==> src/hw/cwr_pkg.sv <==
`default_nettype none
package cwr_pkg;

  // ------------------------------------------------------------
  // register map (byte addresses on the register bus)
  // ------------------------------------------------------------
  localparam int ADDR_W = 8;
  localparam logic [7:0] OFF_PAT01_W0 = 8'h00;
  localparam logic [7:0] OFF_PAT01_W1 = 8'h04;
  localparam logic [7:0] OFF_PAT01_W2 = 8'h08;
  localparam logic [7:0] OFF_PAT23_W0 = 8'h0C;
  localparam logic [7:0] OFF_PAT23_W1 = 8'h10;
  localparam logic [7:0] OFF_PAT23_W2 = 8'h14;
  localparam logic [7:0] OFF_CFG = 8'h18;
  localparam logic [7:0] OFF_STAT = 8'h1C;
  localparam int PAT_WORDS = 6;

  // ------------------------------------------------------------
  // configuration register fields and reset values
  // ------------------------------------------------------------
  localparam int CFG_HALVE01 = 0;
  localparam int CFG_HALVE23 = 1;
  localparam int CFG_HW01 = 2;
  localparam int CFG_HW23 = 3;
  localparam int CFG_SD0_DIV2 = 4;
  localparam int CFG_SD1_DIV2 = 5;
  localparam int CFG_SD2_DIV2 = 6;
  localparam int CFG_W = 7;
  localparam logic [6:0] CFG_RST = 7'h00;
  localparam logic [31:0] PAT01_W0_RST = 32'hAAAA_AAA7;
  localparam logic [31:0] PAT_RST = 32'h0000_0000;

  // status register field positions
  localparam int STAT_IDX_LSB = 0;
  localparam int STAT_BUSY = 7;
  localparam int STAT_CNT_LSB = 8;
  localparam int STAT_PAIR = 12;
  localparam int STAT_KIND_LSB = 13;

  // ------------------------------------------------------------
  // pattern walk and bus answers
  // ------------------------------------------------------------
  localparam int PAT_BITS = 96;
  localparam logic [6:0] IDX_LAST = 7'h5F;
  localparam logic [1:0] RESP_OKAY = 2'b00;
  localparam logic [1:0] RESP_SLVERR = 2'b10;

  typedef enum logic [1:0] {
    KIND_ADRAM = 2'b00,
    KIND_SDRAM = 2'b01,
    KIND_SYNC_MASK_ROM = 2'b10
  } cwr_kind_t;

  typedef enum logic [2:0] {
    ST_IDLE = 3'b000,
    ST_WAIT_EDGE = 3'b001,
    ST_RUN = 3'b010,
    ST_SRUN = 3'b011,
    ST_DONE = 3'b100
  } cwr_state_t;

  // access request from the bank sequencer
  typedef struct packed {
    logic start;
    logic pair;
    cwr_kind_t kind;
    logic [3:0] beats;
  } cwr_acc_t;

  // memory-side strobes
  typedef struct packed {
    logic row_strobe_n;
    logic col_strobe_n;
    logic byte_mask_n;
    logic sdram_select_n;
    logic sync_col_strobe_n;
    logic latch_ref;
  } cwr_mem_t;

endpackage
`default_nettype wire

==> src/hw/cwr_rotator.sv <==
// Functional notes
// RULE_01 - six 32-bit read/write pattern registers, two pairs
// RULE_02 - async bit lasts one or two CPU cycles
// RULE_03 - synchronous memories: one bit per CPU cycle
// RULE_04 - second register set uses pair 2/3 settings
// RULE_05 - software keeps pair 0/1 word0 reset value
// RULE_06 - bit 0 leaves with row strobe assertion
// RULE_07 - bit one deasserts, zero asserts column strobe
// RULE_08 - row strobe released after final pulse ends
// RULE_09 - pattern rotates across all 96 bits
// RULE_10 - full rate: four low ones, two-clock levels
// RULE_11 - halved rate: two low ones, one-bit levels
// RULE_12 - sync strobe at first fall, bit0 delayed
// RULE_13 - software programs 2N-1 leading ones
// RULE_14 - SDRAM holds strobe, ROM only first column
// RULE_15 - software programs one rise per beat
// RULE_16 - first rise one or two bits after fall
// RULE_17 - two-zero extra delay only at full clock
// RULE_18 - software fills remaining bits with 01
// RULE_19 - divided clock ignores odd rises
// RULE_20 - shared registers need equal RAS-to-CAS delay
// RULE_21 - shared async DRAM uses halved clock
// RULE_22 - five ones then alternating gives 6/2/2
// RULE_23 - bit index restarts at zero per access
//
// The AXI4-Lite slave port and the register addresses are this design's own decisions.
`default_nettype none
module cwr_rotator #(
  parameter logic [31:0] PAT01_W0_RESET = cwr_pkg::PAT01_W0_RST
) (
  input wire logic mclk,
  input wire logic rst_n,
  input wire logic mem_clk,
  input wire cwr_pkg::cwr_acc_t acc,
  output var cwr_pkg::cwr_mem_t mem,
  output logic busy,
  input wire logic s_axi_awvalid,
  output logic s_axi_awready,
  input wire logic [cwr_pkg::ADDR_W-1:0] s_axi_awaddr,
  input wire logic s_axi_wvalid,
  output logic s_axi_wready,
  input wire logic [31:0] s_axi_wdata,
  input wire logic [3:0] s_axi_wstrb,
  output logic s_axi_bvalid,
  input wire logic s_axi_bready,
  output logic [1:0] s_axi_bresp,
  input wire logic s_axi_arvalid,
  output logic s_axi_arready,
  input wire logic [cwr_pkg::ADDR_W-1:0] s_axi_araddr,
  output logic s_axi_rvalid,
  input wire logic s_axi_rready,
  output logic [31:0] s_axi_rdata,
  output logic [1:0] s_axi_rresp
);
  import cwr_pkg::*;

  typedef struct packed {
    logic [PAT_WORDS-1:0][31:0] pat;
    logic [CFG_W-1:0] cfg;
    cwr_state_t st;
    logic [PAT_BITS-1:0] wave;
    logic [6:0] idx;
    logic div;
    logic per2;
    cwr_kind_t kind;
    logic pair;
    logic [3:0] beats;
    logic [3:0] cnt;
    logic [3:0] rises;
    logic prev;
    logic cas_seen;
    logic [1:0] zrun;
    logic twozero;
    logic div2;
    cwr_mem_t mem;
    logic busy;
    logic awready;
    logic wready;
    logic aw_got;
    logic w_got;
    logic [ADDR_W-1:0] awaddr;
    logic [31:0] wdata;
    logic [3:0] wstrb;
    logic bvalid;
    logic [1:0] bresp;
    logic arready;
    logic rvalid;
    logic [31:0] rdata;
    logic [1:0] rresp;
  } cwr_core_t;

  cwr_core_t core_reg;
  cwr_core_t core_next;
  logic mclk_rise;

  // ------------------------------------------------------------
  // memory clock edge finder
  // ------------------------------------------------------------
  cwr_edge_sync u_mem_clk_sync (
    .mclk(mclk),
    .rst_n(rst_n),
    .async_in(mem_clk),
    .rise(mclk_rise)
  );

  // byte-lane merge for a register write
  function automatic logic [31:0] merge_bytes(input logic [31:0] old_w, input logic [31:0] new_w,
                                              input logic [3:0] strb);
    logic [31:0] res;
    res = old_w;
    for (int i = 0; i < 4; i++) begin
      if (strb[i]) begin
        res[8*i +: 8] = new_w[8*i +: 8];
      end
    end
    return res;
  endfunction

  // word index of a pattern register, or PAT_WORDS when not one
  function automatic logic [2:0] pat_slot(input logic [ADDR_W-1:0] a);
    logic [2:0] slot;
    slot = 3'(PAT_WORDS);
    if (a[1:0] == 2'b00 && a < OFF_CFG) begin
      slot = a[4:2];
    end
    return slot;
  endfunction

  logic halved_req;
  logic div2_req;
  logic [PAT_BITS-1:0] wave_req;
  logic [6:0] nidx;
  logic cur_bit;
  logic nxt_bit;
  logic fall_now;
  logic rise_now;
  logic ref_hit;

  // ------------------------------------------------------------
  // settings picked for the requested pair and memory kind
  // ------------------------------------------------------------
  always_comb begin
    halved_req = acc.pair ? (core_reg.cfg[CFG_HALVE23] | core_reg.cfg[CFG_HW23]) // RULE_04
                          : (core_reg.cfg[CFG_HALVE01] | core_reg.cfg[CFG_HW01]); // RULE_02
    // ROM runs on divided clock 0; SDRAM on the clock of its pair
    if (acc.kind == KIND_SYNC_MASK_ROM) begin
      div2_req = core_reg.cfg[CFG_SD0_DIV2];
    end else begin
      div2_req = acc.pair ? core_reg.cfg[CFG_SD2_DIV2] : core_reg.cfg[CFG_SD1_DIV2];
    end
    wave_req = acc.pair ? {core_reg.pat[5], core_reg.pat[4], core_reg.pat[3]} // RULE_04
                        : {core_reg.pat[2], core_reg.pat[1], core_reg.pat[0]};
  end

  // ------------------------------------------------------------
  // pattern walk terms
  // ------------------------------------------------------------
  always_comb begin
    nidx = (core_reg.idx == IDX_LAST) ? 7'h00 : core_reg.idx + 7'h01; // RULE_09
    cur_bit = core_reg.wave[core_reg.idx];
    nxt_bit = core_reg.wave[nidx];
    fall_now = core_reg.prev & ~cur_bit & ~core_reg.cas_seen;
    rise_now = core_reg.cas_seen & ~core_reg.prev & cur_bit;
    // divided clock with two initial zeros: take the reference a bit early so the
    // extra half-cycle vanishes; otherwise odd rises are skipped when divided
    if (core_reg.div2 && core_reg.twozero) begin
      ref_hit = ~cur_bit & nxt_bit & core_reg.rises[0]; // RULE_17
    end else begin
      ref_hit = rise_now & (~core_reg.div2 | core_reg.rises[0]); // RULE_19
    end
  end

  // ------------------------------------------------------------
  // next state: bus slave and strobe sequencer
  // ------------------------------------------------------------
  always_comb begin
    core_next = core_reg;
    core_next.mem.latch_ref = 1'b0;

    // write address and data are taken in either order
    if (s_axi_awvalid && core_reg.awready) begin
      core_next.awaddr = s_axi_awaddr;
      core_next.aw_got = 1'b1;
      core_next.awready = 1'b0;
    end
    if (s_axi_wvalid && core_reg.wready) begin
      core_next.wdata = s_axi_wdata;
      core_next.wstrb = s_axi_wstrb;
      core_next.w_got = 1'b1;
      core_next.wready = 1'b0;
    end
    if (core_reg.aw_got && core_reg.w_got && !core_reg.bvalid) begin
      core_next.aw_got = 1'b0;
      core_next.w_got = 1'b0;
      core_next.bvalid = 1'b1;
      core_next.bresp = RESP_OKAY;
      if (pat_slot(core_reg.awaddr) < 3'(PAT_WORDS)) begin
        core_next.pat[pat_slot(core_reg.awaddr)] =
          merge_bytes(core_reg.pat[pat_slot(core_reg.awaddr)], core_reg.wdata, core_reg.wstrb); // RULE_01
      end else if (core_reg.awaddr == OFF_CFG) begin
        core_next.cfg = CFG_W'(merge_bytes(32'(core_reg.cfg), core_reg.wdata, core_reg.wstrb));
      end else if (core_reg.awaddr != OFF_STAT) begin
        core_next.bresp = RESP_SLVERR;
      end
    end
    if (core_reg.bvalid && s_axi_bready) begin
      core_next.bvalid = 1'b0;
      core_next.awready = 1'b1;
      core_next.wready = 1'b1;
    end

    // reads answer one cycle after the address is taken
    if (s_axi_arvalid && core_reg.arready) begin
      core_next.arready = 1'b0;
      core_next.rvalid = 1'b1;
      core_next.rresp = RESP_OKAY;
      core_next.rdata = 32'h0000_0000;
      if (pat_slot(s_axi_araddr) < 3'(PAT_WORDS)) begin
        core_next.rdata = core_reg.pat[pat_slot(s_axi_araddr)]; // RULE_01
      end else if (s_axi_araddr == OFF_CFG) begin
        core_next.rdata = 32'(core_reg.cfg);
      end else if (s_axi_araddr == OFF_STAT) begin
        core_next.rdata[STAT_IDX_LSB +: 7] = core_reg.idx;
        core_next.rdata[STAT_BUSY] = core_reg.busy;
        core_next.rdata[STAT_CNT_LSB +: 4] = core_reg.cnt;
        core_next.rdata[STAT_PAIR] = core_reg.pair;
        core_next.rdata[STAT_KIND_LSB +: 2] = core_reg.kind;
      end else begin
        core_next.rresp = RESP_SLVERR;
      end
    end
    if (core_reg.rvalid && s_axi_rready) begin
      core_next.rvalid = 1'b0;
      core_next.arready = 1'b1;
    end

    unique case (core_reg.st)
      ST_IDLE: begin
        if (acc.start) begin
          // the pattern is frozen for the access so a write mid-burst cannot tear it
          core_next.wave = wave_req;
          core_next.idx = 7'h00; // RULE_23
          core_next.div = 1'b0;
          core_next.cnt = 4'h0;
          core_next.rises = 4'h0;
          core_next.zrun = 2'b00;
          core_next.twozero = 1'b0;
          core_next.cas_seen = 1'b0;
          core_next.prev = 1'b1;
          core_next.kind = acc.kind;
          core_next.pair = acc.pair;
          core_next.beats = (acc.beats == 4'h0) ? 4'h1 : acc.beats;
          core_next.div2 = div2_req;
          core_next.busy = 1'b1;
          if (acc.kind == KIND_ADRAM) begin
            core_next.per2 = halved_req; // RULE_02
            // halved bits must line up with the memory clock rising edge
            if (halved_req) begin
              core_next.st = ST_WAIT_EDGE;
            end else begin
              core_next.st = ST_RUN;
              core_next.mem.row_strobe_n = 1'b0; // RULE_06
              core_next.mem.col_strobe_n = wave_req[0];
              core_next.mem.byte_mask_n = wave_req[0];
            end
          end else begin
            core_next.per2 = 1'b0; // RULE_03
            core_next.st = ST_SRUN;
            core_next.mem.sdram_select_n = 1'b0;
          end
        end
      end
      ST_WAIT_EDGE: begin
        if (mclk_rise) begin
          core_next.st = ST_RUN;
          core_next.mem.row_strobe_n = 1'b0; // RULE_06
          core_next.mem.col_strobe_n = core_reg.wave[0];
          core_next.mem.byte_mask_n = core_reg.wave[0];
        end
      end
      ST_RUN: begin
        core_next.div = core_reg.per2 & ~core_reg.div; // RULE_02
        if (!core_reg.per2 || core_reg.div) begin
          core_next.idx = nidx; // RULE_09
          core_next.mem.col_strobe_n = nxt_bit; // RULE_07
          core_next.mem.byte_mask_n = nxt_bit;
          // a pulse ends when the strobe goes from asserted to released
          if (!core_reg.mem.col_strobe_n && nxt_bit) begin
            core_next.cnt = core_reg.cnt + 4'h1;
            if (core_reg.cnt + 4'h1 == core_reg.beats) begin
              core_next.st = ST_DONE; // RULE_08
            end
          end
        end
      end
      ST_SRUN: begin
        core_next.idx = nidx; // RULE_03
        core_next.prev = cur_bit;
        if (fall_now) begin
          core_next.cas_seen = 1'b1;
          core_next.mem.sync_col_strobe_n = 1'b0; // RULE_12
        end else if (core_reg.kind == KIND_SYNC_MASK_ROM) begin
          core_next.mem.sync_col_strobe_n = 1'b1; // RULE_14
        end
        if ((fall_now || core_reg.cas_seen) && !cur_bit && core_reg.rises == 4'h0 && core_reg.zrun != 2'b11) begin
          core_next.zrun = core_reg.zrun + 2'b01;
        end
        if (rise_now) begin
          core_next.rises = core_reg.rises + 4'h1;
          if (core_reg.rises == 4'h0 && core_reg.zrun == 2'b10) begin
            core_next.twozero = 1'b1; // RULE_17
          end
        end
        if (ref_hit) begin
          core_next.mem.latch_ref = 1'b1; // RULE_22
          core_next.cnt = core_reg.cnt + 4'h1;
          if (core_reg.cnt + 4'h1 == core_reg.beats) begin
            core_next.st = ST_DONE;
          end
        end
      end
      ST_DONE: begin
        // the releasing edge comes one cycle after the last pulse ended
        core_next.mem.row_strobe_n = 1'b1; // RULE_08
        core_next.mem.col_strobe_n = 1'b1;
        core_next.mem.byte_mask_n = 1'b1;
        core_next.mem.sdram_select_n = 1'b1;
        core_next.mem.sync_col_strobe_n = 1'b1; // RULE_14
        core_next.busy = 1'b0;
        core_next.st = ST_IDLE;
      end
      default: begin
        core_next.st = ST_IDLE;
      end
    endcase
  end

  // ------------------------------------------------------------
  // state register
  // ------------------------------------------------------------
  always_ff @(posedge mclk) begin
    if (!rst_n) begin
      core_reg <= '0;
      core_reg.pat[0] <= PAT01_W0_RESET; // RULE_05
      core_reg.pat[1] <= PAT_RST;
      core_reg.cfg <= CFG_RST;
      core_reg.st <= ST_IDLE;
      core_reg.prev <= 1'b1;
      core_reg.mem <= '{row_strobe_n: 1'b1, col_strobe_n: 1'b1, byte_mask_n: 1'b1,
                        sdram_select_n: 1'b1, sync_col_strobe_n: 1'b1, latch_ref: 1'b0};
      core_reg.awready <= 1'b1;
      core_reg.wready <= 1'b1;
      core_reg.arready <= 1'b1;
    end else begin
      core_reg <= core_next;
    end
  end

  // outputs straight from the state register
  assign mem = core_reg.mem;
  assign busy = core_reg.busy;
  assign s_axi_awready = core_reg.awready;
  assign s_axi_wready = core_reg.wready;
  assign s_axi_bvalid = core_reg.bvalid;
  assign s_axi_bresp = core_reg.bresp;
  assign s_axi_arready = core_reg.arready;
  assign s_axi_rvalid = core_reg.rvalid;
  assign s_axi_rdata = core_reg.rdata;
  assign s_axi_rresp = core_reg.rresp;
endmodule
`default_nettype wire

==> src/hw/cwr_edge_sync.sv <==
`default_nettype none
module cwr_edge_sync (
  input wire logic mclk,
  input wire logic rst_n,
  input wire logic async_in,
  output logic rise
);

  typedef struct packed {
    logic s1;
    logic s2;
    logic s3;
    logic rise;
  } cwr_sync_t;

  cwr_sync_t sync_reg;
  cwr_sync_t sync_next;

  // ------------------------------------------------------------
  // two-stage synchroniser, edge found past the second stage only
  // ------------------------------------------------------------
  always_comb begin
    sync_next = sync_reg;
    sync_next.s1 = async_in;
    sync_next.s2 = sync_reg.s1;
    sync_next.s3 = sync_reg.s2;
    sync_next.rise = sync_reg.s2 & ~sync_reg.s3;
  end

  always_ff @(posedge mclk) begin
    if (!rst_n) begin
      sync_reg <= '0;
    end else begin
      sync_reg <= sync_next;
    end
  end

  assign rise = sync_reg.rise;

endmodule
`default_nettype wire

==> config.mk <==
export PLATFORM = sky130hd
export DESIGN_NAME = cwr_rotator
export DESIGN_NICKNAME = d
export VERILOG_FILES = /design/src/hw/cwr_pkg.sv /design/src/hw/cwr_rotator.sv /design/src/hw/cwr_edge_sync.sv
export SDC_FILE = /design/constraint.sdc
export NUM_CORES = 1
export LEC_CHECK = 0
export ABC_AREA = 1
export BUFFER_PORTS_ARGS = -buffer_cell sky130_fd_sc_hd__buf_4
export CORE_ASPECT_RATIO = 0.8
export CORE_MARGIN = 1.5
export CORE_UTILIZATION = 35
export CTS_CLUSTER_SIZE = 40
export DETAILED_ROUTE_END_ITERATION = 10
export HOLD_SLACK_MARGIN = 0.03
export SETUP_SLACK_MARGIN = 0.15
export SLEW_MARGIN = 20
export SYNTH_ARGS = -nofsm -noshare
export SYNTH_HDL_FRONTEND = slang
export SYNTH_SLANG_ARGS = --single-unit
==> constraint.sdc <==
create_clock -name mclk -period 6.4 [get_ports mclk]
set_input_delay 1.28 -clock mclk [delete_from_list [all_inputs] [get_ports mclk]]
set_output_delay 1.28 -clock mclk [all_outputs]
set_load 0.05 [all_outputs]
* Word level (Yosys, flattened, before mapping)
Cells that the tools add are included.
** Storage, ports and cells
- Register bits after elaboration :: 426
- Bits in latches :: 0
- Memory bits (writable) :: 0
- Bits in read-only memories :: 0
- Input port bits :: 68
- Output and inout bits :: 48
- Logic and storage cells :: 246
- Memories kept :: 0
** Cells by class
- Add/sub/neg operators :: 4
- Multipliers :: 0
- Div/mod/pow operators :: 0
- $lt $le $gt $ge :: 9
- Equality and inequality tests :: 27
- Shift-type cells :: 0
- Multiplexer cells :: 84
- Bitwise operators :: 20
- Reductions and logical operators :: 56
** Operators with widths (count)
- binary-select mux 32 bit (select 3 bit) :: 2
- bitwise mux 192 bit :: 1
- two-way mux 133 bit :: 1
- two-way mux 32 bit :: 4
- demux 32 bit (select 3 bit) :: 1
- two-way mux 8 bit :: 12
- two-way mux 96 bit :: 1
- two-way mux 3 bit :: 16
- two-way mux 15 bit :: 2
- equality test 8 x 5 -> 1 bit (second input constant) :: 3
- != test 2 bit (second input constant) :: 12
- case mux 7 bit (3 select lines) :: 1
- two-way mux 2 bit :: 10
- two-way mux 4 bit :: 5
- case mux 9 bit (2 select lines) :: 1
- logical AND 1 bit :: 16
- less-than comparator 7 x 8 -> 1 bit (second input constant) :: 2
- less-than comparator 8 x 5 -> 1 bit (second input constant) :: 2
- two-way mux 1 bit :: 15
- AND reduction 3 bit :: 5
- AND reduction 5 bit :: 3
- binary-select mux 1 bit (select 7 bit) :: 2
- two-way mux 7 bit :: 2
- AND reduction 2 bit :: 7
- 34 further kinds :: 74

* Depth between registers and ports, before layout
Gate-level depths: netlist of the first run.
- Word-level depth :: 13
- Gate-level depth with buffers :: 20
- Mapped depth without buffers :: 18

* By module
A second synthesis of the first run with hierarchy kept.
** Second synthesis, totals
- Cells, all modules :: 2791
- Area total of the unflattened synthesis :: 20502.2 um^2
** Modules (own cells, without submodules)
- cwr_rotator :: times used 1, cells each 2780, area each 20393.3 um^2
- cwr_edge_sync :: times used 1, cells each 11, area each 108.9 um^2

* Worst setup path after synthesis of the first run
OpenSTA, ideal clock, no wires.
- Path type :: in2reg
- Start point :: input s_axi_araddr[1] (netlist name)
- End point :: register core_reg, in the netlist s_axi_rdata[29]
- Setup time :: 70 ps
- Arrival time :: 2959 ps
- Slack :: 3371 ps
- Cell stages on the path :: 11
- Path buffers :: 2
- Path through :: nor2_1 -> inv_1 -> nor3_1 -> nand2_1 -> nor2_1 -> clkbuf_1 -> buf_2 -> nor2_1 -> o22ai_1 -> nand2_1 -> a21oi_1
** Between the ends
- Word-level cells in the longest chain between the ends :: 8
- Elaborated cells between the ends (all ways) :: 11
- Those cells by class :: order compare (2); mux (7); reduce/logical (2)
** Ends and longest elaborated chain
- start, declared :: RTL line cwr_rotator.sv:49 : input wire logic [cwr_pkg::ADDR_W-1:0] s_axi_araddr,
- less-than comparator 8 x 5 -> 1 bit / zero test 2 bit (equally long branches) :: RTL line cwr_rotator.sv:123 : if (a[1:0] == 2'b00 && a < OFF_CFG) begin
- logical AND 1 bit (*) :: RTL line cwr_rotator.sv:123
- two-way mux 3 bit (*) :: RTL line cwr_rotator.sv:123
- two-way mux 3 bit :: RTL line cwr_rotator.sv:218 : if (pat_slot(s_axi_araddr) < 3'(PAT_WORDS)) begin
- two-way mux 3 bit :: RTL line cwr_rotator.sv:213 : if (s_axi_arvalid && core_reg.arready) begin
- binary-select mux 32 bit (select 3 bit) :: RTL line cwr_rotator.sv:219 : core_next.rdata = core_reg.pat[pat_slot(s_axi_araddr)];
- two-way mux 32 bit (not written as such) :: RTL line cwr_rotator.sv:219
- two-way mux 32 bit (*) :: RTL line cwr_rotator.sv:218
- end signal, assigned :: RTL line cwr_rotator.sv:355 : core_reg <= core_next;
- end, declared :: RTL line cwr_rotator.sv:92 : cwr_core_t core_reg;
Mark *: on every way between the ends. The rest lies on a longest branch, timed or not. The select of a mux whose other input is x is not followed.
A chain may end at the register's enable or synchronous reset.

* Worst setup path in the final report of the first run
- Start point :: register core_reg[82] (netlist name)
- End point :: register core_reg[384] (netlist name)
** Between the ends
- Word-level cells in the longest chain between the ends :: 11
- Elaborated cells between the ends (all ways) :: 19
- Those cells by class :: order compare (4); mux (12); reduce/logical (3)
** Ends and longest elaborated chain
- less-than comparator 8 x 5 -> 1 bit (*) :: RTL line cwr_rotator.sv:123
- logical AND 1 bit (*) :: RTL line cwr_rotator.sv:123
- two-way mux 3 bit (*) :: RTL line cwr_rotator.sv:123
- two-way mux 3 bit :: RTL line cwr_rotator.sv:197 : if (pat_slot(core_reg.awaddr) < 3'(PAT_WORDS)) begin
- two-way mux 3 bit :: RTL line cwr_rotator.sv:192 : if (core_reg.aw_got && core_reg.w_got && !core_reg.bvalid) begin
- binary-select mux 32 bit (select 3 bit) :: RTL line cwr_rotator.sv:199 : merge_bytes(core_reg.pat[pat_slot(core_reg.awaddr)], core_reg.wdata, core_reg.wstrb);
- two-way mux 32 bit (not written as such) :: RTL line cwr_rotator.sv:199
- two-way mux 8 bit :: RTL line cwr_rotator.sv:112 : if (strb[i]) begin
- two-way mux 8 bit :: RTL line cwr_rotator.sv:197
- two-way mux 8 bit :: RTL line cwr_rotator.sv:192
- bitwise mux 192 bit :: RTL line cwr_rotator.sv:198 : core_next.pat[pat_slot(core_reg.awaddr)] =
Marks and branches as above.

==> results of run 1 <==
[area by class of cell]
type / count / area, µm² / share of cell area [%]
clock buffer: 66 / 1310 / 5.67
clock inverter: 15 / 186 / 0.809
inverter: 217 / 815 / 3.54
multi-input combinational: 1933 / 10200 / 44.3
sequential: 423 / 8470 / 36.8
tap: 769 / 962 / 4.18
timing repair buffer: 143 / 1100 / 4.79
[power breakdown]
part / internal (mW) / switching, mW / total [mW]
clock network: 1.57 / 1.12 / 2.70
logic: 0.403 / 1.07 / 1.47
registers: 2.75 / 0.114 / 2.86
[worst max-delay path, stage by stage, from the launching register on]
cell,delay [ps]
dfxtp_1,310
nor2_1,90
inv_1,40
nor2_1,140
inv_1,60
nor2_1,200
nand2_1,120
nor2_1,450
inv_2,140
nor2_4,100
buf_4,470
inv_2,310
nor2_4,780
buf_4,500
o21ai_0,150
a21oi_1,190
[cells by family after synthesis]
family | Yosys count | synth area share, %
simple gates | 773 | 15.7
compound gates | 1075 | 29.4
buf+inv | 468 | 9.59
mux | 69 | 3.36
xor+xnor | 8 | 0.341
fa+ha+maj | 6 | 0.365
other cells | 1 | 0.0183
flops | 423 | 41.2
[worst max path at each step]
stage,endpoint,slack (ps),cells past startpoint
CTS,core_reg[221],2420,15
global route,core_reg[388],2010,15
finish,core_reg[384],2210,15
floorplan,s_axi_rdata[29],3370,11
global placement,core_reg[221],1940,15
detailed placement,s_axi_rdata[13],2340,8
[routing by layer]
metal / up-vias / routed length (µm) / track usage [%]
met3: 212 / 8830 / 4.37
li1: 9677 / - / -
met4: 0 / 2850 / 9.78
met5: - / 0 / 0
met2: 1347 / 33900 / 39.7
met1: 9939 / 35100 / 37.1
[layout by cell type, fill, tap and decap left out, types with 19 or more instances in the layout]
cell,count
a21oi_1,340
o211ai_1,60
or2_2,19
clkbuf_16,46
a31oi_1,38
nand3_1,146
o221ai_1,23
inv_1,201
mux2i_1,69
o22ai_1,111
o21ai_0,447
nand2_1,350
dfxtp_1,422
nor2_1,214
buf_4,140
==> metrics, run 1 <==
status complete, no violations; leakage dissipation roughly 8.7 nW; Cell Rows 79; RR Endpoint core_reg[384]; crit path from core_reg[82]; CP Capture Type flop; final hold slack between 400 and 500 ps; Synth Cell Area about 20000 µm²; post-synth top area share about two fifths; reg2reg path depth 15; Die X about 270 µm; core box area slightly below 60000 µm²; final worst slack approximately 2200 ps; number of global-route vias before repair about 20000; Yosys top cell by area dfxtp_1; kind of critical path reg2reg; post-route cell area between 20000 and 25000 µm²; initial antenna violation count 0; cell area after placement about 22000 µm²; Routability Congestion 0.927; Avg Cell Area, Syn 7.28 µm²; CP Launch Type flop; Critical Path RT approximately 7000 ps; GRT Total Usage around a quarter; Post-synth EDFFs 0; Inst Count DP between 3000 and 4000; hold path cells 1; Area Overhead vs Synth 12.1%; TritonCTS clock tree done; global-route wire length before repair around 120000 µm; fin crit share between 60 and 70%; H-Tree Depth 2; CTS buffer count 44; postcts setup bufs 0; power per cell area 305 nW/µm²; DRT iter0 DRCs 3030; Fin Setup TNS 0 ps; post-synthesis sequential area ratio about two fifths; final setup vio count 0; yosys synthesis warning count 0; fin util about two fifths; worst slew pin tran between 1000 and 1500 ps; most common cell in the netlist o21ai_0; RSZ-0062 raised after global routing no; predominant post-synthesis flop cell dfxtp_1; pre-CTS WS 2340 ps; pin count of the biggest net entering global routing between 200 and 250; fillers approximately 6000; mean number of vias per cell around 6; Buffers on Ports 113; Ports about 120; post-CTS sizing 0; DRC errors left 0; hpwl dp 50600 µm; flops & latches, synth 423; Syn Inst Count between 2000 and 3000; register-to-register setup slack about 2200 ps; antenna-violating nets left 0; Largest register FFs roughly 370; VDD IR max 0.000203 V; post-synthesis async set-or-reset flop share 0%; layout cells sized above 1 roughly a tenth; final WL 80700 µm; final hold vios 0; Vias between 20000 and 25000; fin crit period roughly 4200 ps; max_slew headroom a little under 4%; CTS Sinks 423; Final nets ~2800; Worst-Skew Late Latency between 500 and 600 ps; total grt overflow 0; crit path max fanout 34; Layout Skew about 16 ps; Clk pin slew, worst setup/hold paths approximately 60 ps; DIE HEIGHT 220 µm; hold wc startpoint u_mem_clk_sync.sync_reg[1]; Hold Crit Class reg2reg; total of max-cap violations 0; Initial Util roughly 35%; top cells by count, synth o21ai_0 (447), dfxtp_1 (423), nand2_1 (354); total power draw 7.03 mW; Synth cell types 47; fmax about 240 MHz; FF-to-FF Start core_reg[82]; largest cells by area after synthesis dfxtp_1 (41%), o21ai_0 (11%), a21oi_1 (8.3%); max-slew violation count 0; clk buf depth 3; clock root cell clkbuf_16; 1st-pass router iterations 6; Antenna Diode Count 0; per-cell routed wire length 22.6 µm; Hold Path End u_mem_clk_sync.rise; Die ar. around 60000 µm²; Crit path arrival time about 4700 ps; fin cells approximately 3600; # hold bufs at CTS 0
No activity file was read; power rests on OpenSTA's default activity.
==> inputs of run 2 (changes only) <==
==> constraint.sdc (replaced) <==
create_clock -name mclk -period 4.05 [get_ports mclk]
set_input_delay 0.81 -clock mclk [delete_from_list [all_inputs] [get_ports mclk]]
set_output_delay 0.81 -clock mclk [all_outputs]
set_load 0.05 [all_outputs]
==> run 2 against run 1 <==
  * Worst setup slack lost 1400 ps
  * Critical path depth grew 3
  * Flip-flop and latch count is the same
  * First-iteration DRC count shrank 7.2%
  * Via count shrank 0.29%
  * Combinational power grew 57%
  * Die area is the same
  * Critical endpoint is now core_reg[104]
==> metrics, run 2 (synthesis results as in run 1) <==
CP Capture Type flop; final hold vios 0 (unchanged); 1st-pass router iterations 8 (+2); H-Tree Depth 2 (unchanged); Largest register FFs 374 (unchanged); hold path cells 1 (unchanged); max_slew headroom 31.0% (+27 points); final setup vio count 0 (unchanged); Routability Congestion 0.956 (+3.0%); # hold bufs at CTS 0 (unchanged); total power draw 11.5 mW (+64%); register-to-register setup slack 830 ps (-1380 ps); per-cell routed wire length 22.4 µm (-1.0%); final WL 80500 µm (-0.33%); fmax 311 MHz (+30%); kind of critical path reg2reg; hpwl dp 51900 µm (+2.7%); met2 Track Usage GR 38.6% (-1.1 points); Vias 21100 (-0.29%); reg2reg path depth 18 (+3); DRT iter0 DRCs 2811 (-7.2%); RR Endpoint core_reg[104]; max-slew violation count 0 (unchanged); clk buf depth 3 (unchanged); initial antenna violation count 0 (unchanged); power per cell area 490 nW/µm² (+61%); total grt overflow 0 (unchanged); Cell Rows 79 (unchanged); number of global-route vias before repair 19500 (-2.5%); Worst-Skew Late Latency 580 ps (about the same); Area Overhead vs Synth 14.2%; worst slew pin tran 1030 ps (-406 ps); hold wc startpoint u_mem_clk_sync.sync_reg[1]; VDD IR max 0.000282 V (+39%); Hold Crit Class reg2reg; routing usage on met1 37.0% (-0.062 points); Hold Path End u_mem_clk_sync.rise; Crit path arrival time 3720 ps (-950 ps); clock root cell clkbuf_16; CTS Sinks 423 (unchanged); total of max-cap violations 0 (unchanged); fin crit share 79.5% (+14 points); Clk pin slew, worst setup/hold paths 60 ps (about the same); RSZ-0062 raised after global routing no; Ports 116 (unchanged); Layout Skew 21.3 ps (+5.62 ps); final hold slack 387 ps (-12.7 ps); GR Layer Usage met3 4.81% (+0.44 points); Fin Setup TNS 0 ps (unchanged); global-route wire length before repair 121000 µm (-0.61%); pin count of the biggest net entering global routing 123 (-49%); CP Launch Type flop; CTS buffer count 45 (+2.3%); most common cell after layout, fill and taps aside o21ai_0; GR peak layer met2; Antenna Diode Count 0 (unchanged); Initial Util 35.3% (unchanged); fin util 40.4% (+0.74 points); Die ar. 60200 µm² (unchanged); leakage dissipation 8.92 nW (+2.6%); Critical Path RT 4550 ps (-2340 ps); Die X 274 µm (unchanged); post-CTS sizing 0 (unchanged); Buffers on Ports 113 (unchanged); antenna-violating nets left 0 (unchanged); layout cells sized above 1 10.8% (+0.98 points); postcts setup bufs 0 (unchanged); status complete, no violations; DRC errors left 0 (unchanged); fin crit period 3220 ps (-966 ps); most frequent cells in the layout o21ai_0 (447), dfxtp_1 (422), nand2_1 (351); Final nets 2859 (+0.81%); mean number of vias per cell 5.88 (-0.99%); TritonCTS clock tree done; core box area 58100 µm² (unchanged); crit path max fanout 35 (+2.9%); FF-to-FF Start core_reg[117]; DIE HEIGHT 220 µm (unchanged); GRT Total Usage 26.1% (-0.10 points)
run 2: cell count changes in the layout (fill, tap and decap cells not counted), sizes merged:
cell      delta
clkinvlp     +1
clkbuf       -6
buf         +22
inv          +3
bufinv       +5
run 2: worst max-delay path by stage:
stage,from,to
after CTS,core_reg[117],core_reg[104]
final,core_reg[117],core_reg[104]
after global placement,s_axi_araddr[2],s_axi_rdata[13]
after global routing,core_reg[117],core_reg[104]
after detailed placement,s_axi_araddr[2],s_axi_rdata[13]
after floorplan,s_axi_araddr[1],s_axi_rdata[29]
run 2: routing by layer:
| layer | routed length [µm] | vias to the layer above |
|---|---|---|
| li1 | - | 9720 |
| met2 | 33500 | 1312 |
| met4 | 3240 | 0 |
| met1 | 34700 | 9870 |
| met5 | 0 | - |
| met3 | 9050 | 211 |
run 2: through the flow:
| stage | instances | worst slack [ps] | area (µm²) |
|---|---|---|---|
| 6_report | 3591 | 830 | 23500 |
| 5_1_grt | 3591 | 522 | 23500 |
| 4_1_cts | 3591 | 895 | 23500 |
| 3_5_place_dp | 3507 | 752 | 21800 |
| 3_3_place_gp | 3507 | 746 | 21800 |
| 2_1_floorplan | 2824 | 1490 | 20500 |
run 2: layout make-up:
type,count,area [µm²]
clock buffers,60,1310
inverters,217,815
well taps,769,962
multi-input cells,1933,10200
fillers,5947,34700
flip-flops and latches,423,8470
clock inverters,24,367
repair buffers,165,1370
run 2: critical path: stages, from the launching register on:
cell	delay, ps
dfxtp_2	340
buf_4	300
inv_2	350
o21ai_4	160
buf_4	350
nand2_1	90
nand3_1	80
nand3_1	90
nand3_1	140
nand3_1	150
nand3_1	130
nand2_1	70
nand2_1	160
nand3_1	140
nand3_2	150
clkinv_1	80
nor2_1	140
nor2_1	60
nor2_1	120
run 2: power breakdown:
part           switching (mW)  total (mW)  internal (mW)
Combinational            1.63        2.31          0.677
Clock                    1.84        4.69           2.85
Sequential              0.173        4.51           4.34
